==> src/video_port_pkg.sv <==
// Constants, register map and carrier types of the LCD/TV digital video port.
package video_port_pkg;

  // ****************************************
  // Clock rates
  // ****************************************
  localparam int CLK_HZ = 25_000_000;
  localparam int DISPLAY_REF_HZ = 48_000_000;
  localparam int ENC_CLK_MIN_HZ = 20_000_000;
  localparam int ENC_CLK_MAX_HZ = 40_000_000;
  localparam int PORT_CLK_MAX_HZ = 85_000_000;
  localparam int SINGLE_END_MAX_HZ = 65_000_000;
  // Panel-mode port clock toggles every cycle: CLK_HZ / 2.
  localparam int LCD_PORT_CLK_HZ = CLK_HZ / 2;

  // ****************************************
  // Register offsets (byte addresses)
  // ****************************************
  localparam logic [5:0] OFF_CTRL = 6'h00;
  localparam logic [5:0] OFF_HTIME = 6'h04;
  localparam logic [5:0] OFF_HSYNC = 6'h08;
  localparam logic [5:0] OFF_VTIME = 6'h0C;
  localparam logic [5:0] OFF_VSYNC = 6'h10;
  localparam logic [5:0] OFF_BORDER = 6'h14;
  localparam logic [5:0] OFF_SIDEBAND = 6'h18;
  localparam logic [5:0] OFF_IRQ_STATUS = 6'h1C;
  localparam logic [5:0] OFF_IRQ_MASK = 6'h20;
  localparam logic [5:0] OFF_STATUS = 6'h24;

  // ****************************************
  // Field positions
  // ****************************************
  localparam int SB_PIN_POS = 8;
  localparam int STAT_VCNT_POS = 12;
  localparam int STAT_LINK_POS = 24;
  localparam int IRQ_HOTPLUG_BIT = 0;
  localparam int IRQ_FRAME_BIT = 1;

  // ****************************************
  // Carrier types
  // ****************************************
  typedef enum logic [1:0] {
    BUS_IDLE = 2'h0,
    BUS_ANSWER = 2'h1
  } bus_state_type;

  typedef struct packed {
    logic single_ended;
    logic border_mode;
    logic vsync_high;
    logic hsync_high;
    logic tv_mode;
    logic enable;
  } ctrl_type;

  typedef struct packed {
    logic [11:0] total;
    logic [11:0] active;
  } span_type;

  typedef struct packed {
    logic [11:0] stop;
    logic [11:0] start;
  } window_type;

  typedef struct packed {
    logic [7:0] vert;
    logic [7:0] horiz;
  } border_type;

  typedef struct packed {
    logic [2:0] ff;
    logic stable;
  } sync3_type;

  typedef struct packed {
    bus_state_type bus;
    logic [31:0] rdata;
    ctrl_type ctrl;
    span_type htime;
    window_type hsync;
    span_type vtime;
    window_type vsync;
    border_type border;
    logic [1:0] sb_drive;
    logic [1:0] irq_status;
    logic [1:0] irq_mask;
    sync3_type link;
    sync3_type sbc;
    sync3_type sbd;
    logic pclk;
    logic [1:0] clk_out;
    logic [11:0] hcnt;
    logic [11:0] vcnt;
    logic [11:0] data;
    logic hs;
    logic vs;
    logic blank_n;
  } state_type;

  // ****************************************
  // Reset values
  // ****************************************
  localparam ctrl_type CTRL_RST = 6'h00;
  localparam span_type HTIME_RST = 24'h320280;
  localparam window_type HSYNC_RST = 24'h2F0290;
  localparam span_type VTIME_RST = 24'h20D1E0;
  localparam window_type VSYNC_RST = 24'h1EC1EA;
  localparam border_type BORDER_RST = 16'h0000;
  localparam sync3_type SYNC_RST = 4'hF;
  localparam state_type STATE_RST = '{
    bus: BUS_IDLE, ctrl: CTRL_RST, htime: HTIME_RST, hsync: HSYNC_RST,
    vtime: VTIME_RST, vsync: VSYNC_RST, border: BORDER_RST,
    link: SYNC_RST, sbc: SYNC_RST, sbd: SYNC_RST,
    hs: 1'h1, vs: 1'h1, blank_n: 1'h1, default: '0
  };

endpackage // video_port_pkg
==> src/lcd_tv_video_port.sv <==
// Digital video port: timing generator, pin logic and Avalon-MM register slave.
//
// How it works
// RULE1 - In TV mode the encoder's clock on the shared pin times every pixel (20 to 40 MHz).
// RULE2 - In panel mode the shared pin is an active-low hot-plug interrupt, pulled high idle.
// RULE3 - The port clock goes out as a differential pair, at most 85 MHz.
// RULE4 - Below 65 MHz a single-ended mode drives only bit 0 and leaves bit 1 unused.
// RULE5 - In blank mode the blank output is asserted over active pixels only.
// RULE6 - In border mode the blank output is asserted over active and border pixels.
// RULE7 - Pixels leave on a twelve-bit data bus, bits 11 down to 0.
// RULE8 - Vertical sync is driven with a software-selected active level.
// RULE9 - Horizontal sync is driven with its own software-selected active level.
// RULE10 - A two-wire open-drain sideband only pulls its lines low or releases them.
// RULE11 - The display reference clock comes from an outside synthesizer.
// RULE12 - The active-low global reset clears all port logic while asserted.
// RULE13 - Pixel data, syncs and blank change only on edges of the forwarded port clock; the code sets them idle at once when enable is cleared.
`timescale 1ns/10ps
module lcd_tv_video_port (
  // Clock, reset and enable
  input wire logic clk,
  input wire logic resetn,
  input wire logic ce,
  // Avalon-MM register slave
  input wire logic [5:0] address,
  input wire logic read,
  input wire logic write,
  input wire logic [31:0] writedata,
  input wire logic [3:0] byteenable,
  output logic [31:0] readdata,
  output logic waitrequest,
  // Pixel source
  input wire logic [11:0] pixel_in,
  output logic pixel_ready,
  // Interrupt
  output logic irq,
  // Video pins
  input wire logic encoder_clock_or_panel_irq,
  output logic [1:0] port_clock_out,
  output logic [11:0] port_pixel_data,
  output logic port_horizontal_sync,
  output logic port_vertical_sync,
  output logic blank_border_n,
  // Open-drain sideband
  input wire logic sideband_clock_in,
  output logic sideband_clock_out,
  output logic sideband_clock_oe_n,
  input wire logic sideband_data_in,
  output logic sideband_data_out,
  output logic sideband_data_oe_n
);
  import video_port_pkg::*;

  state_type r;
  state_type n;
  logic tick;
  logic [1:0] hr_ahead;
  logic [1:0] vr_ahead;

  // ****************************************
  // Helper functions
  // ****************************************
  function automatic logic [31:0] merge(logic [31:0] old, logic [31:0] wd, logic [3:0] be);
    logic [31:0] res;
    res = old;
    for (int i = 0; i < 4; i++) begin
      if (be[i]) begin
        res[8*i +: 8] = wd[8*i +: 8];
      end
    end
    return res;
  endfunction

  // Three-stage synchroniser; a level counts once stages two and three agree.
  function automatic sync3_type sync_step(sync3_type s, logic pin);
    sync3_type res;
    res.ff = {s.ff[1:0], pin};
    res.stable = (s.ff[1] == s.ff[2]) ? s.ff[2] : s.stable;
    return res;
  endfunction

  // Returns {inside active plus border, inside active}.
  function automatic logic [1:0] region(logic [11:0] cnt, logic [7:0] bord, logic [11:0] act);
    logic [12:0] c;
    logic [12:0] lo;
    logic [12:0] hi;
    logic [12:0] top;
    c = {1'h0, cnt};
    lo = {5'h00, bord};
    hi = 13'(lo + {1'h0, act});
    top = 13'(hi + lo);
    return {c < top, (c >= lo) && (c < hi)};
  endfunction

  function automatic logic in_window(logic [11:0] cnt, window_type w);
    return (cnt >= w.start) && (cnt < w.stop);
  endfunction

  // ****************************************
  // Next state
  // ****************************************
  always_comb begin
    logic [31:0] wm;
    logic [1:0] clr;
    logic [1:0] set;
    logic [1:0] hr;
    logic [1:0] vr;
    logic src;
    logic tv_next;
    wm = '0;
    clr = '0;
    set = '0;
    hr = '0;
    vr = '0;
    src = 1'h0;
    tv_next = 1'h0;
    n = r;
    tick = 1'h0;

    // Register slave: one wait cycle, writes take effect on the answer edge.
    case (r.bus)
      BUS_IDLE: begin
        if (read || write) begin
          n.bus = BUS_ANSWER;
          n.rdata = '0;
          if (read) begin
            case (address)
              OFF_CTRL: n.rdata = {26'h0, r.ctrl};
              OFF_HTIME: n.rdata = {8'h00, r.htime};
              OFF_HSYNC: n.rdata = {8'h00, r.hsync};
              OFF_VTIME: n.rdata = {8'h00, r.vtime};
              OFF_VSYNC: n.rdata = {8'h00, r.vsync};
              OFF_BORDER: n.rdata = {16'h0000, r.border};
              OFF_SIDEBAND: n.rdata = {22'h0, r.sbd.stable, r.sbc.stable, 6'h00, r.sb_drive};
              OFF_IRQ_STATUS: n.rdata = {30'h0, r.irq_status};
              OFF_IRQ_MASK: n.rdata = {30'h0, r.irq_mask};
              OFF_STATUS: n.rdata = {7'h00, r.link.stable, r.vcnt, r.hcnt};
              default: n.rdata = '0;
            endcase
          end
        end
      end
      BUS_ANSWER: begin
        n.bus = BUS_IDLE;
        if (write) begin
          case (address)
            OFF_CTRL: begin
              wm = merge({26'h0, r.ctrl}, writedata, byteenable);
              n.ctrl = wm[5:0];
            end
            OFF_HTIME: begin
              wm = merge({8'h00, r.htime}, writedata, byteenable);
              n.htime = wm[23:0];
            end
            OFF_HSYNC: begin
              wm = merge({8'h00, r.hsync}, writedata, byteenable);
              n.hsync = wm[23:0];
            end
            OFF_VTIME: begin
              wm = merge({8'h00, r.vtime}, writedata, byteenable);
              n.vtime = wm[23:0];
            end
            OFF_VSYNC: begin
              wm = merge({8'h00, r.vsync}, writedata, byteenable);
              n.vsync = wm[23:0];
            end
            OFF_BORDER: begin
              wm = merge({16'h0000, r.border}, writedata, byteenable);
              n.border = wm[15:0];
            end
            OFF_SIDEBAND: begin
              wm = merge({30'h0, r.sb_drive}, writedata, byteenable);
              n.sb_drive = wm[1:0];
            end
            OFF_IRQ_STATUS: begin
              wm = merge('0, writedata, byteenable);
              clr = wm[1:0];
            end
            OFF_IRQ_MASK: begin
              wm = merge({30'h0, r.irq_mask}, writedata, byteenable);
              n.irq_mask = wm[1:0];
            end
            default: n.bus = BUS_IDLE;
          endcase
        end
      end
      default: n.bus = BUS_IDLE;
    endcase

    // Outside pins pass the synchronisers before anything looks at them.
    n.link = sync_step(r.link, encoder_clock_or_panel_irq);
    n.sbc = sync_step(r.sbc, sideband_clock_in);
    n.sbd = sync_step(r.sbd, sideband_data_in);

    // RULE2 hot-plug event
    if (!r.ctrl.tv_mode && r.link.stable && !n.link.stable) begin
      set[IRQ_HOTPLUG_BIT] = 1'h1;
    end

    // RULE1 clock source select
    tv_next = n.ctrl.tv_mode;
    n.pclk = (n.ctrl.enable && !tv_next) ? ~r.pclk : 1'h0;
    src = tv_next ? n.link.stable : n.pclk;
    // RULE3 differential pair, RULE4 single-ended mode
    if (!n.ctrl.enable) begin
      n.clk_out = 2'h0;
    end else if (n.ctrl.single_ended) begin
      n.clk_out = {1'h0, src};
    end else begin
      n.clk_out = {~src, src};
    end

    // RULE13 update on falling port clock
    // Data moves on the falling edge so it is settled at the receiver's rising edge.
    tick = r.ctrl.enable && n.ctrl.enable && r.clk_out[0] && !src;

    if (!n.ctrl.enable) begin
      n.hcnt = '0;
      n.vcnt = '0;
      n.data = '0;
      n.hs = ~n.ctrl.hsync_high;
      n.vs = ~n.ctrl.vsync_high;
      n.blank_n = 1'h1;
    end else if (tick) begin
      if (r.hcnt >= 12'(r.htime.total - 12'h001)) begin
        n.hcnt = '0;
        n.vcnt = (r.vcnt >= 12'(r.vtime.total - 12'h001)) ? 12'h000 : 12'(r.vcnt + 12'h001);
      end else begin
        n.hcnt = 12'(r.hcnt + 12'h001);
      end
      hr = region(n.hcnt, n.border.horiz, n.htime.active);
      vr = region(n.vcnt, n.border.vert, n.vtime.active);
      // RULE7 pixel bus
      n.data = (hr[0] && vr[0]) ? pixel_in : 12'h000;
      // RULE9 horizontal sync polarity
      n.hs = in_window(n.hcnt, n.hsync) ? n.ctrl.hsync_high : ~n.ctrl.hsync_high;
      // RULE8 vertical sync polarity
      n.vs = in_window(n.vcnt, n.vsync) ? n.ctrl.vsync_high : ~n.ctrl.vsync_high;
      // RULE5 RULE6 blank or border span
      n.blank_n = n.ctrl.border_mode ? ~(hr[1] && vr[1]) : ~(hr[0] && vr[0]);
      if (n.hcnt == 12'h000 && n.vcnt == 12'h000) begin
        set[IRQ_FRAME_BIT] = 1'h1;
      end
    end

    // A new event wins over a clear written in the same cycle.
    n.irq_status = (r.irq_status & ~clr) | set;
  end

  // ****************************************
  // State register
  // ****************************************
  // RULE12 global reset
  always_ff @(posedge clk or negedge resetn) begin
    if (!resetn) begin
      r <= STATE_RST;
    end else if (ce) begin
      r <= n;
    end
  end

  // ****************************************
  // Outputs
  // ****************************************
  assign waitrequest = !(ce && r.bus == BUS_ANSWER);
  assign readdata = r.rdata;
  // The position after this step decides whether pixel_in is consumed.
  assign hr_ahead = region(n.hcnt, n.border.horiz, n.htime.active);
  assign vr_ahead = region(n.vcnt, n.border.vert, n.vtime.active);
  assign pixel_ready = ce && tick && (n.data == pixel_in) && hr_ahead[0] && vr_ahead[0];
  assign irq = |(r.irq_status & r.irq_mask);
  assign port_clock_out = r.clk_out;
  assign port_pixel_data = r.data;
  assign port_horizontal_sync = r.hs;
  assign port_vertical_sync = r.vs;
  assign blank_border_n = r.blank_n;
  // RULE10 open-drain sideband
  assign sideband_clock_out = 1'h0;
  assign sideband_data_out = 1'h0;
  assign sideband_clock_oe_n = ~r.sb_drive[0];
  assign sideband_data_oe_n = ~r.sb_drive[1];

  logic [1:0] hr_now;
  logic [1:0] vr_now;
  assign hr_now = region(r.hcnt, r.border.horiz, r.htime.active);
  assign vr_now = region(r.vcnt, r.border.vert, r.vtime.active);
endmodule // lcd_tv_video_port

==> config.mk <==
export PLATFORM = sky130hd
export DESIGN_NAME = lcd_tv_video_port
export DESIGN_NICKNAME = d
export VERILOG_FILES = /design/src/video_port_pkg.sv /design/src/lcd_tv_video_port.sv
export SDC_FILE = /design/constraint.sdc
export NUM_CORES = 1
export LEC_CHECK = 0
export BUFFER_PORTS_ARGS = -buffer_cell sky130_fd_sc_hd__buf_2
export CORE_UTILIZATION = 45
export CTS_BUF_LIST = sky130_fd_sc_hd__clkbuf_8
export CTS_CLUSTER_SIZE = 8
export DETAILED_ROUTE_END_ITERATION = 7
export GPL_TIMING_DRIVEN = 0
export SLEW_MARGIN = 20
export SYNTH_ARGS = -nofsm -noshare
export SYNTH_HDL_FRONTEND = slang
export SYNTH_SLANG_ARGS = --single-unit
==> constraint.sdc <==
create_clock -name clk -period 10.1 [get_ports clk]
set_input_delay 2.02 -clock clk [delete_from_list [all_inputs] [get_ports clk]]
set_output_delay 2.02 -clock clk [all_outputs]
set_load 0.01 [all_outputs]
# After elaboration in Yosys (flattened, before gate mapping)
# Index checks and enable logic that the tools add are counted.
# word_totals
regBits,212
input_bits,62
out_inout_bits,56
wordCells,186
# op_classes
addsub,8
magnitude_cmp,16
n_eq_ne,16
mux,55
bitwise_logic,12
reduce_logical,42
# op_table
cell,n
25-bit one-hot mux with 10 select lines,1
120-bit two-way mux,2
8-bit two-way mux,14
12-bit two-way mux,8
24-bit two-way mux,4
12-bit by 13-bit less-than comparator with 1-bit output,6
39-bit two-way mux,2
12-bit >= comparator,4
12-bit by 8-bit >= comparator with 1-bit output,4
34-bit two-way mux,1
32-bit two-way mux,1
5-bit AND reduction,6
13-bit by 8-bit adder with 13-bit output,2
8-bit by 12-bit adder with 13-bit output,2
12-bit by 1-bit adder with 12-bit output (second input constant),2
6-bit by 5-bit == test with 1-bit output (second input constant),4
12-bit logical NOT,2
12-bit less-than comparator,2
12-bit by 1-bit subtractor with 12-bit output (second input constant),2
1-bit logical AND,20
2-bit two-way mux,9
16-bit two-way mux,1
12-bit == test,1
6-bit by 4-bit == test with 1-bit output (second input constant),2
19 further kinds,47

# Logic depth before layout (Yosys ltp)
# Gate-level depths: netlist (run 1).
# logic_depth
ltp_word,23
mapped_depth,28
depth_no_buf,27

# Worst setup path after synthesis (run 1)
# Ideal clock, no wire load.
# synth_path
kind,input to output
from,input address[1]
to,output pixel_ready
arrival_ps,7319
t_required_ps,8080
setup_slack_ps,761
path_stages,22
n_path_buf,1
path_cell_list,or4_1 -> buf_6 -> nor3_1 -> mux2i_1 -> inv_1 -> ha_1 -> inv_1 -> fa_1 -> nor2b_1 -> o21ai_0 -> a221oi_1 -> xnor2_1 -> inv_1 -> ha_1 -> and4_1 -> a221o_1 -> a221o_1 -> o21ai_0 -> a21oi_1 -> a211oi_1 -> a32oi_1 -> nor4_1
# synth_rtl
item,line,rtl
from (decl),lcd_tv_video_port.sv:24,"input wire logic [5:0] address,"
to (decl),lcd_tv_video_port.sv:33,"output logic pixel_ready,"

==> results.txt, run 1 <==
Status: complete, but fails checks
Failing checks: design-rule violations
Required time of the critical path: 8.08 ns
TritonCTS sink count: 204
Sequential area share after synthesis: 30.51%
Worst vdd ir: 111.1 µV
Total gr overflow: 0
Tcrit/Tclk final: 96.73%
CTS Root Cell: clkbuf_8
Port Buf Inserts: 93
Crit path launch type: input port
Syn Area/Cell: 9.001 µm²
Final setup fails: 0
Tmin final: 9.770 ns
Antenna diodes: 0
Ys flop type: dfrtp_1
Slowest stage cell, crit path: or4_1
ANT nets after route: 0
DP Worst Slack: -0.9975 ns
Asr flop ratio synth: 100.0%
Post-synth top area cell: dfrtp_1
Layout cells sized above 1: 19.59%
Synth area leaders: dfrtp_1 (23%), ha_1 (15%), dfstp_2 (7.4%)
HPWL Detailed: 49.51 mm
FF+latch area: 0.005165 mm²
Synth Warn #: 0
Crit Path Class: input port to output pin
TritonCTS clock tree: built
IO Pins: 118
Slew headroom: 17.99%
Worst Path Buf+Inv: 5
Initial Utilization: 46.02%
Clock latency at the later pin of the worst-skew pair: 0.59 ns
Chip width: 196.0 µm
DRT iter0 DRCs: 1756
Area post-placement: 0.01815 mm²
Area grow syn2layout: 13.35%
Die height: 196.0 µm
Placed cells: 2455
Mean number of vias per cell: 6.256
Synth top cells by count: ha_1 (204), a21oi_1 (167), nor2_1 (160)
Layout Cells excl Fill: 2535
Area used by multi-input combinational logic: 0.01105 mm²
Row count: 70
Via count: 15860
Final GP Congestion: 0.9842
Post-route setup slack: 0.3302 ns
PwrDens: 161.0 mW/mm²
Tot GR Track Use: 33.54%
Hold Crit Class: register to register
Largest net degree at the start of global routing: 96
Leak: 9.428 nW
Die Area: 0.03840 mm²
Final design area excluding fillers: 0.01919 mm²
Post-Syn Area: 0.01693 mm²
Distinct cells, synth: 76
Critical-path maximum fanout: 10
Delay of the slowest critical-path stage: 0.53 ns
EDFF count, synth: 0
Most common cell in the netlist: ha_1
Synth Register Bits: 204
Crit end category: output pin
H-tree lvl count: 2
Initial antenna violation count: 0
Number of global-route vias before repair: 15070
First-pass GRT wire length: 95.36 mm
Fill cells: 3497
Pre-antenna DRT Iters: 8
Worst Max-Slew Pin Slew: 1.226 ns
Clock buffer depth: 3
Hold Violations, Final: 0
Clock buffer count from CTS: 40
# DRC: 1
Critical path's top delay family: compound AO/OA/AOI/OAI gates
Clk_skew: 0.02369 ns
Core Region: 0.03679 mm²
Reg clk slew, reported paths: 0.05 ns
Max-slew violations: 0
Top cell type's share of synthesized area: 23.06%
Post-Syn Instances: 1881
Max Fclk: 102.4 MHz
CP arrival: 7.75 ns
Max cap viols: 0
Nets: 2308
Routed len/inst: 25.49 µm
WL final: 64.61 mm
kinds of logic after synthesis:
group | after synthesis | synth area share [%]
compound gates | 520 | 20.07
simple gates | 499 | 13.87
buf+inv | 212 | 5.905
mux | 164 | 10.29
xor+xnor | 72 | 3.725
fa+ha+maj | 209 | 15.61
flops | 204 | 30.51
other cells | 1 | 0.02215
flip-flops by register name (all words and copies together), names as in the netlist:
register / count
blank_border_n: 1
n: 6
port_clock_out: 2
port_horizontal_sync: 1
port_pixel_data: 12
port_vertical_sync: 1
r: 156
readdata: 25
area by class of cell:
| class | instances | area share (%) |
|---|---|---|
| Multi-Input combinational cell | 1473 | 57.59 |
| Clock buffer | 46 | 3.299 |
| Sequential cell | 204 | 26.92 |
| Timing Repair Buffer | 107 | 3.319 |
| Tap cell | 468 | 3.051 |
| Inverter | 80 | 1.565 |
| Clock inverter | 25 | 0.5738 |
| Buffer | 132 | 3.684 |
stage by stage:
step	TNS (ns)	hold slack [ns]	util, %	power [mW]
2_1_floorplan	0	0.4506	-	1.861
5_1_grt	-0.007999	0.5068	52.17	3.286
4_1_cts	0	0.4806	51.76	3.060
3_5_place_dp	-0.9975	0.4679	49.34	2.244
3_3_place_gp	-0.8333	0.4635	48.96	2.201
6_report	0	0.4730	52.17	3.089
worst paths after layout:
path	to	startpoint	slack [ns]	cells after the start
setup / recovery	pixel_ready	address[1]	0.33	26
hold / removal	readdata[17]	readdata[17]	0.47	1
setup reg to reg	port_pixel_data[5]	r[27]	2.51	23
hold reg to reg	readdata[17]	readdata[17]	0.47	1
max in group asynchronous	port_horizontal_sync	resetn	8.08	2
min in group asynchronous	readdata[0]	resetn	1.27	1
layout by cell type, fill, tap and decap left out, types with 9 or more instances in the layout:
cell type and count:
xnor2_1 36, ha_1 204, nand2b_1 25, mux2_2 80, a222oi_1 18, mux2i_2 11, o21a_1 17, inv_1 99
clkbuf_8 46, a21oi_1 167, a22o_1 29, nor2b_1 20, nand2_1 132, nor2_1 153, and3_1 13, mux2i_1 67
o21ai_0 106, a211oi_1 19, buf_4 58, dfrtp_1 156, a22oi_1 25, a221oi_1 12, o31ai_1 9, nand4_1 19
clkbuf_1 62, a21o_1 46, conb_1 9, dfstp_2 48, xor2_1 33, nor4_1 15, nand3_1 42, nor3_1 32
buf_2 98
worst reg2reg max path: stages (launching register included):
cell       delay (ns)
dfrtp_1          0.38
clkbuf_1         0.45
inv_1            0.27
ha_1             0.34
nand2b_1         0.14
a2111o_1         0.42
a311oi_1         0.40
nand2_1          0.23
clkbuf_2         0.31
clkbuf_2         0.31
nand2b_1         0.35
nor4_1           0.10
a21oi_1          0.45
inv_1            0.38
ha_1             0.41
a21o_1           0.18
a21o_1           0.16
a221o_1          0.35
a221o_1          0.35
o21ai_0          0.18
a21oi_1          0.09
a2111oi_2        0.74
buf_2            0.37
a22o_1           0.17
what timing repair did:
item                                    4_1_cts  5_1_grt
hold buffers                                  0        0
pin swaps                                     2        3
endpoints found under the setup margin        1        1
resized for setup                            21       30
setup buffers                                 5        4
endpoints found under the hold margin         0        0
per-layer routing:
layer	vias up	part of all wire, %	GRT usage, %
li1	7202	-	-
met1	7750	43	45.87
met2	750	44	51.44
met3	157	7.5	4.813
met4	0	4.9	17.45
met5	-	0	0
report_power, final:
group | internal [mW] | switching, mW
sequential | 0.917 | 0.0811
clock | 0.415 | 0.382
combinational | 0.503 | 0.790
total | 1.83 | 1.25
(Power assumes the default switching activity.)
==> run 2, diff against run 1 <==
==> constraint.sdc (replaced) <==
create_clock -name clk -period 9.4 [get_ports clk]
set_input_delay 1.88 -clock clk [delete_from_list [all_inputs] [get_ports clk]]
set_output_delay 1.88 -clock clk [all_outputs]
set_load 0.01 [all_outputs]
==> results.txt, run 2 (same netlist as run 1, synthesis figures left out) <==
Max Fclk: 108.2 MHz
Clock latency at the later pin of the worst-skew pair: 0.59 ns (about the same)
Final core utilization: 52.71% (+0.54 points)
TritonCTS sink count: 204 (unchanged)
Worst Max-Slew Pin Slew: 1.280 ns (+0.05450 ns)
Critical-path maximum fanout: 10 (unchanged)
Clk_skew: 0.02075 ns (-0.002942 ns)
Fill cells: 3475 (-0.63%)
RR Endpoint: port_pixel_data[5]
# DRC: 1 (unchanged)
Met2 routed WL: 28.17 mm (-1.3%)
Max-slew violations: 0 (unchanged)
CP endpoint: pixel_ready
Clock share of power: 25.5% (-0.3 points)
Crit end category: output pin
H-tree lvl count: 2 (unchanged)
Most frequent cells in the layout: ha_1 (202), a21oi_1 (163), dfrtp_1 (156)
Row count: 70 (unchanged)
CP Launch Point: address[2]
Sequential Power Share: 32.2% (about the same)
Largest reg by FF count: r
Top routing layer used: met4
Placed cells: 2455 (unchanged)
Pint: 1.988 mW (+8.4%)
Via count: 15880 (+0.15%)
Max FFs per register: 156 (unchanged)
CTS Root Cell: clkbuf_8
Status: complete, but fails checks
Hold Violations, Final: 0 (unchanged)
Chip width: 196.0 µm (unchanged)
Leak: 9.490 nW (+0.66%)
Crit Path Class: input port to output pin
Metal1 wirelength: 27.77 mm (-0.85%)
Sw power: 1.353 mW (+7.9%)
Required time of the critical path: 7.52 ns (-0.56 ns)
Hold Crit Class: register to register
Antenna diodes: 0 (unchanged)
Slew headroom: 14.34% (-3.6 points)
ANT nets after route: 0 (unchanged)
Sw Ratio: 40.48% (-0.11 points)
Worst reg2reg path startpoint: r[27]
Failing checks: design-rule violations
Number of global-route vias before repair: 15120 (+0.35%)
HPWL Detailed: 49.51 mm (unchanged)
Nets: 2314 (+0.26%)
Reg clk slew, reported paths: 0.05 ns (about the same)
Area grow syn2layout: 14.53%
Layout cells sized above 1: 20.84% (+1.2 points)
Mean number of vias per cell: 6.251 (about the same)
Met3 WL post-DR: 4.904 mm (+0.95%)
Final setup fails: 0 (unchanged)
Crit path launch type: input port
Initial antenna violation count: 0 (unchanged)
WHS: 0.4731 ns (+0.00004000 ns)
Port Buf Inserts: 93 (unchanged)
Final GP Congestion: 0.9842 (unchanged)
Reg2Reg Depth: 22 (-4.3%)
Logic pwr share: 42.3% (+0.4 points)
PwrDens: 172.3 mW/mm² (+7.0%)
Initial Utilization: 46.02% (unchanged)
Core Region: 0.03679 mm² (unchanged)
Die Area: 0.03840 mm² (unchanged)
CP arrival: 7.37 ns (-0.38 ns)
Layout Cells excl Fill: 2541 (+0.24%)
Clock buffer depth: 3 (unchanged)
Clock buffer count from CTS: 40 (unchanged)
Max cap viols: 0 (unchanged)
Worst vdd ir: 120.0 µV (+8.0%)
Tot GR Track Use: 33.62% (+0.076 points)
Total gr overflow: 0 (unchanged)
Worst R2R Setup Slack: 2.29 ns (-0.22 ns)
Tmin final: 9.246 ns
Final Power: 3.341 mW (+8.2%)
Die height: 196.0 µm (unchanged)
Most common cell after layout, fill and taps aside: ha_1
First-pass GRT wire length: 95.67 mm (+0.33%)
DRT iter0 DRCs: 1638 (-6.7%)
Routed len/inst: 25.42 µm (-0.26%)
WL final: 64.60 mm (about the same)
TritonCTS clock tree: built
Largest net degree at the start of global routing: 96 (unchanged)
Pre-antenna DRT Iters: 8 (unchanged)
IO Pins: 118 (unchanged)
Tcrit/Tclk final: 98.36%
## run 2: how the worst min path moves through the flow
| stage | startpoint | to | slack [ns] | cells after the start |
|---|---|---|---|---|
| global route | readdata[20] | readdata[20] | 0.51 | 1 |
| finish | readdata[17] | readdata[17] | 0.47 | 1 |
| global placement | readdata[20] | readdata[20] | 0.46 | 1 |
| detailed placement | readdata[17] | readdata[17] | 0.47 | 1 |
| floorplan | readdata[16] | readdata[16] | 0.45 | 1 |
| CTS | readdata[17] | readdata[17] | 0.48 | 1 |
## run 2: routing by layer
metal | track usage, % | vias up
li1 | - | 7202
met3 | 4.831 | 157
met4 | 18.43 | 0
met1 | 45.81 | 7743
met2 | 51.32 | 781
met5 | 0 | -
## run 2: per-stage QoR
| step | setup TNS (ns) | setup slack, ns | instance area, µm² |
|---|---|---|---|
| 4_1_cts | 0 | 0.03249 | 19170 |
| 6_report | 0 | 0.1545 | 19390 |
| 3_5_place_dp | -1.417 | -1.417 | 18150 |
| 5_1_grt | -0.05503 | -0.05503 | 19390 |
| 3_3_place_gp | -1.253 | -1.253 | 18010 |
| 2_1_floorplan | 0 | 0.3408 | 16960 |
## run 2: area by class of cell
cell class,count,area [µm²],area share [%]
multi-input cells,1473,11200,57.76
flip-flops and latches,204,5165,26.64
plain buffers,131,706.9,3.646
repair buffers,114,689.4,3.556
clock buffers,46,633.1,3.265
well taps,468,585.6,3.020
inverters,80,300.3,1.549
clock inverters,25,110.1,0.5679
## run 2: power groups by stage
stage               clock (mW)  sequential (mW)  combinational [mW]
floorplan                    0             1.05               0.951
global placement             0             1.08                1.29
detailed placement           0             1.08                1.33
CTS                      0.871             1.07                1.37
global route             0.907             1.08                1.57
finish                   0.852             1.07                1.41
## run 2: repair_timing
action | 4_1_cts | 5_1_grt
endpoints found under the setup margin | 1 | 1
endpoints found under the hold margin | 0 | 0
hold buffers | 0 | 0
pin swaps | 5 | 4
gates resized for setup | 40 | 48
buffers inserted | 10 | 6
## run 2: critical path, stage by stage
cell and delay (ns):
clkbuf_4 0.21, nor2b_4 0.27, nand2_4 0.14, nor3_4 0.24, buf_12 0.18, buf_4 0.13, mux2i_2 0.44, inv_1 0.19
ha_1 0.28, nor3_1 0.44, o211ai_1 0.17, nand2_1 0.15, nor3_1 0.07, xor2_1 0.54, ha_1 0.34, and3_1 0.20
a221o_1 0.32, nor2_1 0.13, a21oi_1 0.12, a211oi_2 0.18, a32oi_1 0.15, nor4_2 0.36, buf_2 0.20
